==> src/hw/lcdcmd_pkg.sv <==
// Package for the LCD command interpreter: command codes, fields, types.
// Assumes a host and a display memory on the same clock.
package lcdcmd_pkg;

  // Command codes
  localparam logic [7:0] CMD_CURSOR_SHAPE_CMD = 8'h5D;
  localparam logic [7:0] CMD_DIR_RIGHT = 8'h4C;
  localparam logic [7:0] CMD_DIR_LEFT = 8'h4D;
  localparam logic [7:0] CMD_DIR_UP = 8'h4E;
  localparam logic [7:0] CMD_DIR_DOWN = 8'h4F;
  localparam logic [7:0] CMD_LAYER_OVERLAY_CMD = 8'h5B;
  localparam logic [7:0] CMD_HSCROLL = 8'h5A;
  localparam logic [7:0] CMD_CURSOR_ADDR_WRITE_CMD = 8'h46;
  localparam logic [7:0] CMD_CURSOR_ADDR_READ_CMD = 8'h47;
  localparam logic [7:0] CMD_MEMORY_WRITE_CMD = 8'h42;
  localparam logic [7:0] CMD_MEMORY_READ_CMD = 8'h43;

  // Parameter byte fields
  localparam int CRX_LSB = 0;
  localparam int CRY_LSB = 0;
  localparam int CM_BIT = 7;
  localparam int MX_LSB = 0;
  localparam int DM1_BIT = 2;
  localparam int DM2_BIT = 3;
  localparam int OV_BIT = 4;
  localparam int HS_LSB = 0;
  localparam int DIR_LSB = 0;

  // Direction codes
  localparam logic [1:0] DIR_RIGHT = 2'h0;
  localparam logic [1:0] DIR_LEFT = 2'h1;
  localparam logic [1:0] DIR_UP = 2'h2;
  localparam logic [1:0] DIR_DOWN = 2'h3;

  // Merge codes
  localparam logic [1:0] MX_OR = 2'h0;
  localparam logic [1:0] MX_XOR = 2'h1;
  localparam logic [1:0] MX_AND = 2'h2;
  localparam logic [1:0] MX_PRIO = 2'h3;

  // Reset values
  localparam logic [15:0] CSR_ADDR_RST = 16'h0000;
  localparam logic [3:0] CODE4_RST = 4'h0;
  localparam logic [3:0] CRY_RST = 4'h1;
  localparam logic [2:0] HS_RST = 3'h0;

  typedef struct packed {
    logic [3:0] cursor_width_code;
    logic [3:0] cursor_height_code;
    logic cursor_shape_select;
    logic [1:0] step_dir;
    logic [1:0] layer_merge_select;
    logic block_one_display_type;
    logic block_three_display_type;
    logic layer_count_select;
    logic [2:0] pixel_hscroll;
  } lcdcmd_cfg_t;

  typedef struct packed {
    logic we;
    logic re;
    logic [15:0] addr;
    logic [7:0] wdata;
  } lcdcmd_mem_t;

endpackage : lcdcmd_pkg

==> src/hw/lcdcmd_top.sv <==
// Command interpreter for cursor, layer and memory access commands.
// Assumes host strobes and memory on core_clk; memory read data one
// cycle after the read strobe.
// Function
// - Cursor width code is width minus one, 1 to 16 pixels.
// - Cursor height code is lines minus one; zero code is illegal.
// - Height code is underline row or block extent from origin.
// - Shape bit 0 underline, 1 block; graphics needs block.
// - Codes 4C..4F step right, left, up, down; vertical by pitch.
// - Selected step applied after each host memory read or write.
// - Merge select picks OR, XOR-then-OR, AND-then-OR, priority-OR.
// - One composition method for all layers, none per screen block.
// - Priority-OR equals OR when no layer flashes.
// - Layers two, three graphics only; text layer one drops three.
// - Blocks 1 and 3 text on 0, graphics on 1; 2, 4 graphics.
// - Layer count bit 0 two layers, 1 three layers.
// - Whole screen shifts 0 to 7 pixels, never one layer.
// - 16-bit cursor address feeds memory write and read.
// - Address changes only by address write or auto step.
// - No direct host path to display memory.
// - Address read returns low byte then high byte.
// - Each data byte after memory write stored then address steps.
// - Memory read fetches to buffer; each host read steps, prefetches.
// - With cursor shown, read data comes two positions ahead.
`timescale 1ns/1ns

module lcdcmd_top #(
  parameter int ADDR_W = 16,
  parameter int PIX_W = 8
) (
  input wire logic core_clk,
  input wire logic sys_rst,
  input wire logic host_cmd_wr,
  input wire logic host_data_wr,
  input wire logic host_data_rd,
  input wire logic [7:0] host_wdata,
  output logic [7:0] host_rdata,
  output logic host_busy,
  input wire logic [7:0] address_pitch,
  input wire logic cursor_shown,
  output lcdcmd_pkg::lcdcmd_mem_t mem_req,
  input wire logic [7:0] mem_rdata,
  output lcdcmd_pkg::lcdcmd_cfg_t cfg,
  output logic three_layer_active,
  input wire logic [PIX_W-1:0] layer_one,
  input wire logic [PIX_W-1:0] layer_two,
  input wire logic [PIX_W-1:0] layer_three,
  input wire logic [2:0] layer_visible,
  output logic [PIX_W-1:0] composed_pixels
);

  typedef enum logic [3:0] {
    ST_IDLE,
    ST_FORM_P1,
    ST_FORM_P2,
    ST_LAYER_OVERLAY_CMD_P1,
    ST_HS_P1,
    ST_CURSOR_ADDR_WRITE_CMD_LO,
    ST_CURSOR_ADDR_WRITE_CMD_HI,
    ST_MEMORY_WRITE_CMD,
    ST_MEMORY_READ_CMD,
    ST_CURSOR_ADDR_READ_CMD_LO,
    ST_CURSOR_ADDR_READ_CMD_HI
  } lcdcmd_state_t;

  // Address after one automatic step
  function automatic logic [ADDR_W-1:0] step_addr(
    input logic [ADDR_W-1:0] a,
    input logic [1:0] dir,
    input logic [7:0] pitch
  );
    logic [ADDR_W-1:0] p;
    p = ADDR_W'(pitch);
    case (dir)
      lcdcmd_pkg::DIR_RIGHT: step_addr = a + ADDR_W'(1);
      lcdcmd_pkg::DIR_LEFT: step_addr = a - ADDR_W'(1);
      lcdcmd_pkg::DIR_UP: step_addr = a - p;
      default: step_addr = a + p;
    endcase
  endfunction : step_addr

  lcdcmd_state_t state_r;
  lcdcmd_state_t state_nxt;
  lcdcmd_pkg::lcdcmd_cfg_t cfg_r;
  lcdcmd_pkg::lcdcmd_cfg_t cfg_nxt;
  logic [ADDR_W-1:0] cursor_address_r;
  logic [ADDR_W-1:0] cursor_address_nxt;
  logic [7:0] rdata_r;
  logic [7:0] rdata_nxt;
  logic fetch_pend_r;
  logic fetch_nxt;
  lcdcmd_pkg::lcdcmd_mem_t mem_r;
  lcdcmd_pkg::lcdcmd_mem_t mem_nxt;

  wire [ADDR_W-1:0] addr_step1;
  wire [ADDR_W-1:0] addr_step2;
  wire [ADDR_W-1:0] fetch_addr;
  wire is_dir_cmd;

  assign addr_step1 = step_addr(cursor_address_r, cfg_r.step_dir,
    address_pitch);
  assign addr_step2 = step_addr(addr_step1, cfg_r.step_dir,
    address_pitch);
  // Read source two steps ahead while the cursor is shown
  assign fetch_addr = cursor_shown ? addr_step2 : cursor_address_r;
  assign is_dir_cmd = (host_wdata[7:2] == lcdcmd_pkg::CMD_DIR_RIGHT[7:2]);

  // Command and parameter sequencing
  always_comb
  begin
    state_nxt = state_r;
    cfg_nxt = cfg_r;
    cursor_address_nxt = cursor_address_r;
    rdata_nxt = rdata_r;
    // Memory answers one cycle after the read strobe
    fetch_nxt = mem_r.re;
    mem_nxt = '0;
    mem_nxt.addr = 16'(cursor_address_r);
    if (fetch_pend_r)
    begin
      rdata_nxt = mem_rdata;
    end
    if (host_cmd_wr)
    begin
      // A new command aborts any open parameter or data sequence
      state_nxt = ST_IDLE;
      if (is_dir_cmd)
      begin
        cfg_nxt.step_dir = host_wdata[lcdcmd_pkg::DIR_LSB +: 2];
      end
      else
      begin
        case (host_wdata)
          lcdcmd_pkg::CMD_CURSOR_SHAPE_CMD: state_nxt = ST_FORM_P1;
          lcdcmd_pkg::CMD_LAYER_OVERLAY_CMD: state_nxt = ST_LAYER_OVERLAY_CMD_P1;
          lcdcmd_pkg::CMD_HSCROLL: state_nxt = ST_HS_P1;
          lcdcmd_pkg::CMD_CURSOR_ADDR_WRITE_CMD: state_nxt = ST_CURSOR_ADDR_WRITE_CMD_LO;
          lcdcmd_pkg::CMD_MEMORY_WRITE_CMD: state_nxt = ST_MEMORY_WRITE_CMD;
          lcdcmd_pkg::CMD_MEMORY_READ_CMD:
          begin
            state_nxt = ST_MEMORY_READ_CMD;
            mem_nxt.re = 1'b1;
            mem_nxt.addr = 16'(fetch_addr);
          end
          lcdcmd_pkg::CMD_CURSOR_ADDR_READ_CMD:
          begin
            state_nxt = ST_CURSOR_ADDR_READ_CMD_LO;
            rdata_nxt = cursor_address_r[7:0];
          end
          default: state_nxt = ST_IDLE;
        endcase
      end
    end
    else if (host_data_wr)
    begin
      case (state_r)
        ST_FORM_P1:
        begin
          cfg_nxt.cursor_width_code =
            host_wdata[lcdcmd_pkg::CRX_LSB +: 4];
          state_nxt = ST_FORM_P2;
        end
        ST_FORM_P2:
        begin
          cfg_nxt.cursor_height_code =
            host_wdata[lcdcmd_pkg::CRY_LSB +: 4];
          cfg_nxt.cursor_shape_select =
            host_wdata[lcdcmd_pkg::CM_BIT];
          state_nxt = ST_IDLE;
        end
        ST_LAYER_OVERLAY_CMD_P1:
        begin
          cfg_nxt.layer_merge_select =
            host_wdata[lcdcmd_pkg::MX_LSB +: 2];
          cfg_nxt.block_one_display_type =
            host_wdata[lcdcmd_pkg::DM1_BIT];
          cfg_nxt.block_three_display_type =
            host_wdata[lcdcmd_pkg::DM2_BIT];
          cfg_nxt.layer_count_select =
            host_wdata[lcdcmd_pkg::OV_BIT];
          state_nxt = ST_IDLE;
        end
        ST_HS_P1:
        begin
          cfg_nxt.pixel_hscroll =
            host_wdata[lcdcmd_pkg::HS_LSB +: 3];
          state_nxt = ST_IDLE;
        end
        ST_CURSOR_ADDR_WRITE_CMD_LO:
        begin
          cursor_address_nxt[7:0] = host_wdata;
          state_nxt = ST_CURSOR_ADDR_WRITE_CMD_HI;
        end
        ST_CURSOR_ADDR_WRITE_CMD_HI:
        begin
          cursor_address_nxt[15:8] = host_wdata;
          state_nxt = ST_IDLE;
        end
        ST_MEMORY_WRITE_CMD:
        begin
          mem_nxt.we = 1'b1;
          mem_nxt.wdata = host_wdata;
          cursor_address_nxt = addr_step1;
        end
        default: state_nxt = state_r;
      endcase
    end
    else if (host_data_rd)
    begin
      case (state_r)
        ST_MEMORY_READ_CMD:
        begin
          cursor_address_nxt = addr_step1;
          mem_nxt.re = 1'b1;
          mem_nxt.addr = 16'(cursor_shown ?
            step_addr(addr_step2, cfg_r.step_dir, address_pitch)
            : addr_step1);
        end
        ST_CURSOR_ADDR_READ_CMD_LO:
        begin
          rdata_nxt = cursor_address_r[15:8];
          state_nxt = ST_CURSOR_ADDR_READ_CMD_HI;
        end
        ST_CURSOR_ADDR_READ_CMD_HI: state_nxt = ST_IDLE;
        default: state_nxt = state_r;
      endcase
    end
  end

  always_ff @(posedge core_clk)
  begin
    if (sys_rst)
    begin
      state_r <= ST_IDLE;
      cfg_r <= '{cursor_width_code: lcdcmd_pkg::CODE4_RST,
        cursor_height_code: lcdcmd_pkg::CRY_RST,
        cursor_shape_select: 1'b0,
        step_dir: lcdcmd_pkg::DIR_RIGHT,
        layer_merge_select: lcdcmd_pkg::MX_OR,
        block_one_display_type: 1'b0,
        block_three_display_type: 1'b0,
        layer_count_select: 1'b0,
        pixel_hscroll: lcdcmd_pkg::HS_RST};
      cursor_address_r <= ADDR_W'(lcdcmd_pkg::CSR_ADDR_RST);
      rdata_r <= 8'h00;
      fetch_pend_r <= 1'b0;
      mem_r <= '0;
    end
    else
    begin
      state_r <= state_nxt;
      cfg_r <= cfg_nxt;
      cursor_address_r <= cursor_address_nxt;
      rdata_r <= rdata_nxt;
      fetch_pend_r <= fetch_nxt;
      mem_r <= mem_nxt;
    end
  end

  assign cfg = cfg_r;
  assign mem_req = mem_r;
  assign host_rdata = rdata_r;
  assign host_busy = fetch_pend_r | mem_r.re;

  // Layer composition
  wire text_mode;
  wire use_l3;
  wire [PIX_W-1:0] l1v;
  wire [PIX_W-1:0] l2v;
  wire [PIX_W-1:0] l3v;
  wire [PIX_W-1:0] l3_raw;
  wire [PIX_W-1:0] prio;
  wire [PIX_W-1:0] comp;

  // Text in layer one forbids a third layer
  assign text_mode = ~cfg_r.block_one_display_type;
  assign use_l3 = cfg_r.layer_count_select & ~text_mode;
  assign three_layer_active = use_l3;
  assign l3_raw = use_l3 ? layer_three : '0;
  assign l1v = layer_visible[0] ? layer_one : '0;
  assign l2v = layer_visible[1] ? layer_two : '0;
  assign l3v = layer_visible[2] ? l3_raw : '0;
  // Set pixel of an upper layer hides lower ones even while blanked
  assign prio = l1v | (~layer_one & l2v)
    | (~layer_one & ~layer_two & l3v);

  assign comp =
    (cfg_r.layer_merge_select == lcdcmd_pkg::MX_OR) ? (l1v | l2v | l3v) :
    (cfg_r.layer_merge_select == lcdcmd_pkg::MX_XOR) ? ((l1v ^ l2v) | l3v) :
    (cfg_r.layer_merge_select == lcdcmd_pkg::MX_AND) ? ((l1v & l2v) | l3v) :
    prio;

  always_ff @(posedge core_clk)
  begin
    if (sys_rst)
    begin
      composed_pixels <= '0;
    end
    else
    begin
      composed_pixels <= comp;
    end
  end

endmodule : lcdcmd_top

==> config.mk <==
export PLATFORM = sky130hd
export DESIGN_NAME = lcdcmd_top
export DESIGN_NICKNAME = d
export VERILOG_FILES = /design/src/hw/lcdcmd_pkg.sv /design/src/hw/lcdcmd_top.sv
export SDC_FILE = /design/constraint.sdc
export NUM_CORES = 1
export LEC_CHECK = 0
export ABC_AREA = 1
export BUFFER_PORTS_ARGS = -buffer_cell sky130_fd_sc_hd__buf_2
export CAP_MARGIN = 20
export CELL_PAD_IN_SITES_DETAIL_PLACEMENT = 0
export CELL_PAD_IN_SITES_GLOBAL_PLACEMENT = 1
export CORE_UTILIZATION = 37
export DETAILED_ROUTE_END_ITERATION = 7
export PLACE_DENSITY = 0.74
export SYNTH_ARGS = -nofsm -noshare
export SYNTH_HDL_FRONTEND = slang
export SYNTH_SLANG_ARGS = --single-unit
==> constraint.sdc <==
create_clock -name core_clk -period 4.89 [get_ports core_clk]
set_input_delay 0.2445 -clock core_clk [delete_from_list [all_inputs] [get_ports core_clk]]
set_output_delay 0.2445 -clock core_clk [all_outputs]
set_load 0.1 [all_outputs]
* Word level (Yosys, flattened, before mapping)
Index checks and enable logic that the tools add are counted.
** Storage, ports and cells
- Memories kept :: 0
- ROM bits :: 0
- Output and inout bits :: 63
- Register bits after elaboration :: 82
- Input bits :: 57
- RAM bits :: 0
- Latch bits :: 0
** Cells by class
- Div/mod/pow operators :: 0
- Multiplexer cells :: 38
- Shift-type cells :: 0
- $add $sub $neg :: 12
- Bitwise logic cells :: 18
- Reduce and logical (&&, ||, !) cells :: 17
- Order comparisons :: 0
- Equal/unequal tests :: 25
- $mul :: 0
** Operators with widths (count)
- $pmux 16 s3 :: 3
- $mux 8 :: 14
- $mux 17 :: 6
- $mux 16 :: 5
- $eq 8x7->1 const B :: 7
- $add 16x1->16 const B :: 3
- $add 16x8->16 :: 3
- $or 8x8->8 :: 6
- $sub 16x1->16 const B :: 3
- $sub 16x8->16 :: 3
- $and 8x8->8 :: 4
- $pmux 8 s2 :: 2
- $pmux 4 s7 :: 1
- $eq 4x3->1 const B :: 4
- $mux 4 :: 4
- $not 8->8 :: 2
- $reduce_and 3->1 :: 5
- $eq 4x4->1 const B :: 3
- $pmux 4 s3 :: 1
- $eq 4x2->1 const B :: 2
- $pmux 4 s2 :: 1
- $reduce_and 4->1 :: 2
- $reduce_or 4->1 :: 2
- $xor 8x8->8 :: 1
- 16 further kinds :: 23

* Depth between registers and ports, before layout
Gate-level depths: netlist (run 1).
- Depth after elaboration :: 11
- Mapped depth :: 35
- Mapped depth without buffers :: 35

* Worst setup path before layout (run 1)
No wires, ideal clock.
- Path kind :: register to register
- Start point :: register cfg_r (netlist bit cfg[9])
- End point :: register mem_r (netlist bit mem_req[22])
- Setup slack :: -0.554 ns
- Path buffers :: 1
- Arrival time :: 5.334 ns
- Data required time :: 4.780 ns
- Stages on the path, launching flop included :: 30
- Period minus slack after synthesis :: 5.444 ns
- Library setup time :: 0.110 ns
- Cells stage by stage :: dfxtp_1 -> buf_2 -> inv_1 -> or2_2 -> o31ai_1 -> xnor2_1 -> ha_1 -> a21oi_1 -> nand2_1 -> a21boi_2 -> o21ai_0 -> nand2_1 -> nand2_1 -> nand2_1 -> nand2_1 -> ha_1 -> a21oi_1 -> nand2_1 -> a31oi_1 -> xor2_1 -> inv_1 -> ha_1 -> a21oi_1 -> o21ai_0 -> a21oi_1 -> a21oi_1 -> o211ai_1 -> nand3b_1 -> nand2_1 -> inv_1
** Between the ends
- Word-level cells in the longest chain between the ends :: 11
- Elaborated cells on any way between the ends :: 22
** Ends and longest elaborated chain
- start: declaration :: line lcdcmd_top.sv:84 : lcdcmd_pkg::lcdcmd_cfg_t cfg_r;
- start signal: assignment :: line lcdcmd_top.sv:235 : cfg_r <= '{cursor_width_code: lcdcmd_pkg::CODE4_RST,
- start signal: assignment :: line lcdcmd_top.sv:252 : cfg_r <= cfg_nxt;
- $eq 2x2->1, or another cell as far along :: line lcdcmd_top.sv:74 : case (dir)
- $pmux 16 s3 :: line lcdcmd_top.sv:74
- $add 16x8->16, or another cell as far along :: line lcdcmd_top.sv:78 : default: step_addr = a + p;
- $pmux 16 s3 :: line lcdcmd_top.sv:74
- $add 16x8->16, or another cell as far along :: line lcdcmd_top.sv:78
- $pmux 16 s3 :: line lcdcmd_top.sv:74
- $mux 16 :: line lcdcmd_top.sv:215 : mem_nxt.addr = 16'(cursor_shown ?
- $mux 17 :: line lcdcmd_top.sv:210 : case (state_r)
- $mux 17 :: line lcdcmd_top.sv:208 : else if (host_data_rd)
- $mux 17 :: line lcdcmd_top.sv:154 : else if (host_data_wr)
- $mux 17 * :: line lcdcmd_top.sv:123 : if (host_cmd_wr)
- end signal: assignment :: line lcdcmd_top.sv:256 : mem_r <= mem_nxt;
- end: declaration :: line lcdcmd_top.sv:92 : lcdcmd_pkg::lcdcmd_mem_t mem_r;
Every way passes the cells marked *; elsewhere a longest branch is shown, timed or not.
A chain may end at the register's enable or synchronous reset.

* Final worst setup path (run 1)
- Start point :: register cfg_r (netlist bit cfg[9])
- End point :: register mem_r (netlist bit mem_req[23])
The elaborated chain is that of the path after synthesis.

==> flow_summary.yaml, run 1 <==
placed_design:
  dp_hpwl_um: 19900
  dpl_worst_slack_ns: -0.180
  portBuffers: 119
  place_congestion: 0.918
die:
  initial_core_util_pct: 37.8
  core_area_um2: 18800
  rows: 50
  die_y_um: 140
  die-area_um2: 19700
  io_pins: 120
  die_w_um: 140
clock_tree:
  cts_tree: "done"
  clk_pin_slew_ns: 0.07
  cts_buffers: 9
  clk_latency_ns: 0.35
  hold_buffers: 0
  ctsHtreeMaxLevel: 3
  root_buffer: "clkbuf_16"
  cts_sinks: 82
  cts.path.max_buffers: 2
drt:
  wl_per_cell_um: 16.7
  drt-total-wl_um: 25100
  vias_per_cell: 5.23
  drc: 0
  drt_iter0_drc: 424
  ant_nets: 0
  via_count: 7892
  first_pass_iters: 5
sta:
  rsz0062_at_grt: "true"
  period_needed_ns: 4.67
  slew_headroom_pct: 46.7
  fmax_mhz: 214
  final_max_slew_viol_count: 0
  fin_crit_sh_pct: 95.5
  hold_violations: 0
  tightest_slew_ns: 0.797
  fin_skew_ns: 0.0122
  worst_slack_ns: 0.222
  setup_viol: 0
  whs_ns: 0.161
cells_and_area:
  layout_commonest_cell: "nand2_1"
  drive_gt1_share_pct: 28.1
  multiInputGateArea_um2: 5190
  fill_cells: 1934
  area_growth_pct: 32.5
  final_cell_mix: "nand2_1 (230), inv_1 (153), buf_2 (119), buf_4 (98), a21oi_1 (82)"
  register_area_um2: 1650
  fin_nets: 1394
  num_antenna_cells: 0
worst_setup_path:
  slowest_delay_ns: 0.35
  r2r_cells: 29
  worstPathMaxFanout: 3
  cp-end-kind: "register"
  critical_path_arrival_ns: 4.88
  critPathKind: "register to register"
  critical_path_required_ns: 5.10
  critPathSlowestCell: "dfxtp_4"
  cp_common_cell: "nand2_1"
  start_kind: "register"
pwr:
  power_switching_w: 0.000587
  p_int_w: 0.00121
  combPwrFrac_pct: 21.6
  seqPwrFrac_pct: 38.8
  vdd_drop_max_mv: 0.134
  power-per-cell-area_nw_per_um2: 191
  clock_power_share_pct: 39.6
  sw_frac_of_total_pct: 32.7
  p_leak_nw: 4.87
global_routing:
  gr-total-overflow: 0
  antenna_found_initial: 0
  grt_pass1_wl_um: 38800
  grt_usage_pct: 25.4
  grt_max_degree: 41
  grt_pass1_vias: 7118
synth:
  synthFlopType: "dfxtp_1"
  yosys_warnings: 0
  synth_area_leaders: "dfxtp_1 (23%), nand2_1 (13%), ha_1 (11%)"
  syn_avg_cell_area_um2: 6.61
  synthCells: 1073
  ys_ff_latch: 82
  synth_nets: 1198
  syn_area_um2: 7090
  synth_edf_count: 0
  post-synth-top-area-cell: "dfxtp_1"
  synth_top_area_share_pct: 23.2
  synthArstFlopShare_pct: 0
  synth.distinct_cells: 59
  seq_area_frac_synth_pct: 23.2
hold_path:
  whs_path_depth: 3
  hold_path.class: "primary input to register"
job:
  drv_cap: 0
run_status:
  status: "complete, no violations"
[flip-flops by register name, indices dropped and copies added, names as in the netlist]
signal / count
fetch_nxt: 1
mem_req: 25
fetch_pend_r: 1
cursor_address_r: 16
host_rdata: 8
cfg: 19
state_r: 4
composed_pixels: 8
[final timing paths]
kind | startpoint | endpoint | slack (ns)
worst max-delay path | cfg[9]$_SDFFE_PP0P_ | mem_req[23]$_SDFF_PP0_ | 0.22
worst min-delay path | host_wdata[6] | mem_req[6]$_SDFF_PP0_ | 0.16
worst max register to register | cfg[9]$_SDFFE_PP0P_ | mem_req[23]$_SDFF_PP0_ | 0.22
worst min register to register | fetch_nxt$_SDFF_PP0_ | fetch_pend_r$_SDFF_PP0_ | 0.44
[Yosys cell counts (all sizes together), types with 3 or more instances]
library cell and instances:
a21boi 3, a21oi 97, a221oi 5, a31oi 27, buf 14, clkbuf 19, dfxtp 82, fa 3
ha 65, inv 165, mux2i 8, nand2 251, nand3 56, nand3b 3, nand4 8, nor2 80
nor3 10, o211ai 26, o21ai 73, o21bai 6, o311ai 8, o31ai 10, or2 5, xnor2 9
xor2 26
[kinds of logic after synthesis]
group | after synthesis | share of synthesized area (%)
AO/OA/AOI/OAI | 266 | 22.7
XOR/XNOR | 35 | 4.32
adder cells (fa/ha/maj) | 68 | 12.3
buffers and inverters | 199 | 11.1
flip-flops | 82 | 23.2
multiplexers | 8 | 1.13
AND/OR/NAND/NOR | 415 | 25.3
[per-stage QoR]
step	cells	power, W	cell area, um^2	setup TNS (ns)	util [%]
6_report	1508	0.00179	9390	0	50.0
5_1_grt	1508	0.00187	9390	-0.180	50.0
4_1_cts	1503	0.00178	8830	0	47.1
3_5_place_dp	1486	0.00107	8520	-0.626	45.4
3_3_place_gp	1486	0.00107	8520	-1.15	45.4
2_1_floorplan	1073	0.000950	7100	-0.0171	-
[per-layer routing]
metal  track usage (%)  up-vias  part of all wire, %
met5                 0        -                    0
met3              3.69       31                  5.8
li1                  -     3958                    -
met1              35.7     3625                   47
met2              39.8      278                   45
met4              7.81        0                  2.2
[final cells by class]
class,count,share of cell area [%]
clock inverters,5,0.680
inverters,166,6.64
flip-flops and latches,82,17.5
multi-input cells,792,55.3
well taps,234,3.12
repair buffers,218,14.3
clock buffers,11,2.48
[worst max-delay path, delay by kind of cell, from the launching register on]
family | cells | cell delay, ns
AND/OR/NAND/NOR | 9 | 0.85
flip-flops | 1 | 0.35
adder cells (fa/ha/maj) | 3 | 0.94
AO/OA/AOI/OAI | 11 | 1.71
buffers and inverters | 3 | 0.23
XOR/XNOR | 3 | 0.44
[power by group through the flow]
| stage | registers, W | logic [W] | clock network [W] |
|---|---|---|---|
| 3_3_place_gp | 0.000710 | 0.000360 | 0 |
| 4_1_cts | 0.000695 | 0.000362 | 0.000718 |
| 2_1_floorplan | 0.000781 | 0.000170 | 0 |
| 6_report | 0.000695 | 0.000387 | 0.000710 |
| 3_5_place_dp | 0.000710 | 0.000361 | 0 |
| 5_1_grt | 0.000697 | 0.000419 | 0.000754 |
[repair_timing]
item,4_1_cts,5_1_grt
gates resized for setup,3,99
setup buffers,1,5
setup endpoints to repair,3,10
pin swaps,1,42
Note: power is estimated with default switching activity, not from simulation.
==> inputs of run 2 (changes only) <==
--- a/config.mk
+++ b/config.mk
@@ -13,6 +13,7 @@
 export CORE_UTILIZATION = 37
 export DETAILED_ROUTE_END_ITERATION = 7
 export PLACE_DENSITY = 0.74
+export RECOVER_POWER = 25
 export SYNTH_ARGS = -nofsm -noshare
 export SYNTH_HDL_FRONTEND = slang
 export SYNTH_SLANG_ARGS = --single-unit
==> flow_summary.yaml, run 2 (synthesis results as in run 1) <==
clock_tree:
  ctsHtreeMaxLevel: 3
  root_buffer: "clkbuf_16"
  cts_sinks: 82
  clk_latency_ns: 0.35
  clk_pin_slew_ns: 0.07
  cts_tree: "done"
  hold_buffers: 0
  cts_buffers: 9
  cts.path.max_buffers: 2
drt:
  first_pass_iters: 7
  drt_iter0_drc: 424
  vias_per_cell: 5.19
  drc: 0
  drt-total-wl_um: 25100
  via_count: 7833
  wl_per_cell_um: 16.6
  ant_nets: 0
cells_and_area:
  fin_nets: 1394
  drive_gt1_share_pct: 25.8
  fin_cells: 1508
  fin_util_pct: 49.8
  final_cell_mix: "nand2_1 (230), inv_1 (153), buf_4 (98), buf_2 (90), a21oi_1 (82)"
  layout_commonest_cell: "nand2_1"
  fill_cells: 1941
  area_growth_pct: 31.9
  num_antenna_cells: 0
  design_area_um2: 9350
  largest_reg_flops: 25
sta:
  fin_crit_sh_pct: 95.5
  final_max_slew_viol_count: 0
  period_needed_ns: 4.67
  slew_headroom_pct: 20.6
  fin_skew_ns: 0.0122
  fmax_mhz: 214
  rsz0062_at_grt: "true"
  hold_violations: 0
  setup_viol: 0
  tightest_slew_ns: 1.20
  whs_ns: 0.158
placed_design:
  dp_cells: 1486
  placed_area_um2: 8520
  place_congestion: 0.918
  dp_hpwl_um: 19900
  portBuffers: 119
worst_setup_path:
  reg2reg_to: "mem_req[23]$_SDFF_PP0_"
  slowest_delay_ns: 0.35
  cp-end-kind: "register"
  start_kind: "register"
  cp_common_cell: "nand2_1"
  critical_path_required_ns: 5.11
  critPathSlowestCell: "dfxtp_4"
  rrSetupSlack_ns: 0.22
  r2r_cells: 31
  worstPathMaxFanout: 4
  reg2reg_from: "cfg[9]$_SDFFE_PP0P_"
  critPathKind: "register to register"
  critical_path_arrival_ns: 4.89
global_routing:
  grt_use_met2_pct: 39.8
  grt_usage_pct: 25.4
  gr-total-overflow: 0
  grt.met1_usage_pct: 35.7
  grt_pass1_wl_um: 38800
  antenna_found_initial: 0
  grt_pass1_vias: 7118
  grt_max_degree: 41
  met3_usage_pct: 3.69
  busiest_layer: "met2"
die:
  die-area_um2: 19700
  die_w_um: 140
  die_y_um: 140
  rows: 50
  initial_core_util_pct: 37.8
  core_area_um2: 18800
  io_pins: 120
pwr:
  vdd_drop_max_mv: 0.136
  power.total_w: 0.00179
  p_leak_nw: 4.75
  power-per-cell-area_nw_per_um2: 192
job:
  drv_cap: 0
hold_path:
  hold_end: "mem_req[6]$_SDFF_PP0_"
  hold_path.class: "primary input to register"
  whs_path_depth: 3
  min-delay-start: "host_wdata[6]"
run_status:
  status: "complete, no violations"
run 2: changes by cell type in the layout (fill, tap and decap cells not counted):
cell,before,now
buf_2,119,90
clkbuf_1,2,31
run 2: per-stage QoR:
| stage | setup slack, ns | TNS (ns) |
|---|---|---|
| after CTS | 0.0170 | 0 |
| after detailed placement | -0.180 | -0.626 |
| after global routing | -0.138 | -0.180 |
| final | 0.219 | 0 |
| after floorplan | -0.0171 | -0.0171 |
| after global placement | -0.307 | -1.15 |
run 2: repair_timing:
action | 4_1_cts | 5_1_grt
endpoints found under the setup margin | 3 | 10
pin swaps | 1 | 42
resized for setup | 3 | 99
setup buffers | 1 | 5
run 2: power by group:
part / total, W / leakage, nW / internal [W] / switching [W]
Combinational: 0.000385 / 3.95 / 0.000121 / 0.000264
Sequential: 0.000695 / 0.666 / 0.000683 / 0.0000127
Clock: 0.000711 / 0.140 / 0.000401 / 0.000310
run 2: how the worst max path moves through the flow:
stage                     depth (start not counted)  slack [ns]                endpoint           startpoint
after floorplan                                  29       -0.02  mem_req[22]$_SDFF_PP0_  cfg[9]$_SDFFE_PP0P_
after global placement                           29       -0.31  mem_req[20]$_SDFF_PP0_     address_pitch[3]
after detailed placement                         31       -0.18  mem_req[20]$_SDFF_PP0_     address_pitch[3]
after CTS                                        28        0.02  mem_req[21]$_SDFF_PP0_  cfg[9]$_SDFFE_PP0P_
after global routing                             33       -0.14  mem_req[23]$_SDFF_PP0_  cfg[9]$_SDFFE_PP0P_
final                                            31        0.22  mem_req[23]$_SDFF_PP0_  cfg[9]$_SDFFE_PP0P_
run 2: layout make-up:
| cell class | count | area (um^2) | share of cell area (%) |
|---|---|---|---|
| Timing Repair Buffer | 218 | 1310 | 14.0 |
| Sequential cell | 82 | 1650 | 17.6 |
| Inverter | 166 | 623 | 6.66 |
| Clock buffer | 11 | 233 | 2.49 |
| Clock inverter | 5 | 63.8 | 0.682 |
| Tap cell | 234 | 293 | 3.13 |
| Multi-Input combinational cell | 792 | 5190 | 55.5 |
run 2: critical path: cells and delay by family, from the launching register on:
family	cells	cell delay, ns
adder cells (fa/ha/maj)	3	0.87
buffers and inverters	5	0.52
AND/OR/NAND/NOR	12	1.27
flip-flops	1	0.35
XOR/XNOR	3	0.54
AO/OA/AOI/OAI	8	0.96
run 2: metal layers:
metal / vias to the layer above / share of wire (%)
met1: 3568 / 47
li1: 3963 / -
met4: 0 / 2.4
met5: - / 0
met3: 38 / 5.9
met2: 264 / 44
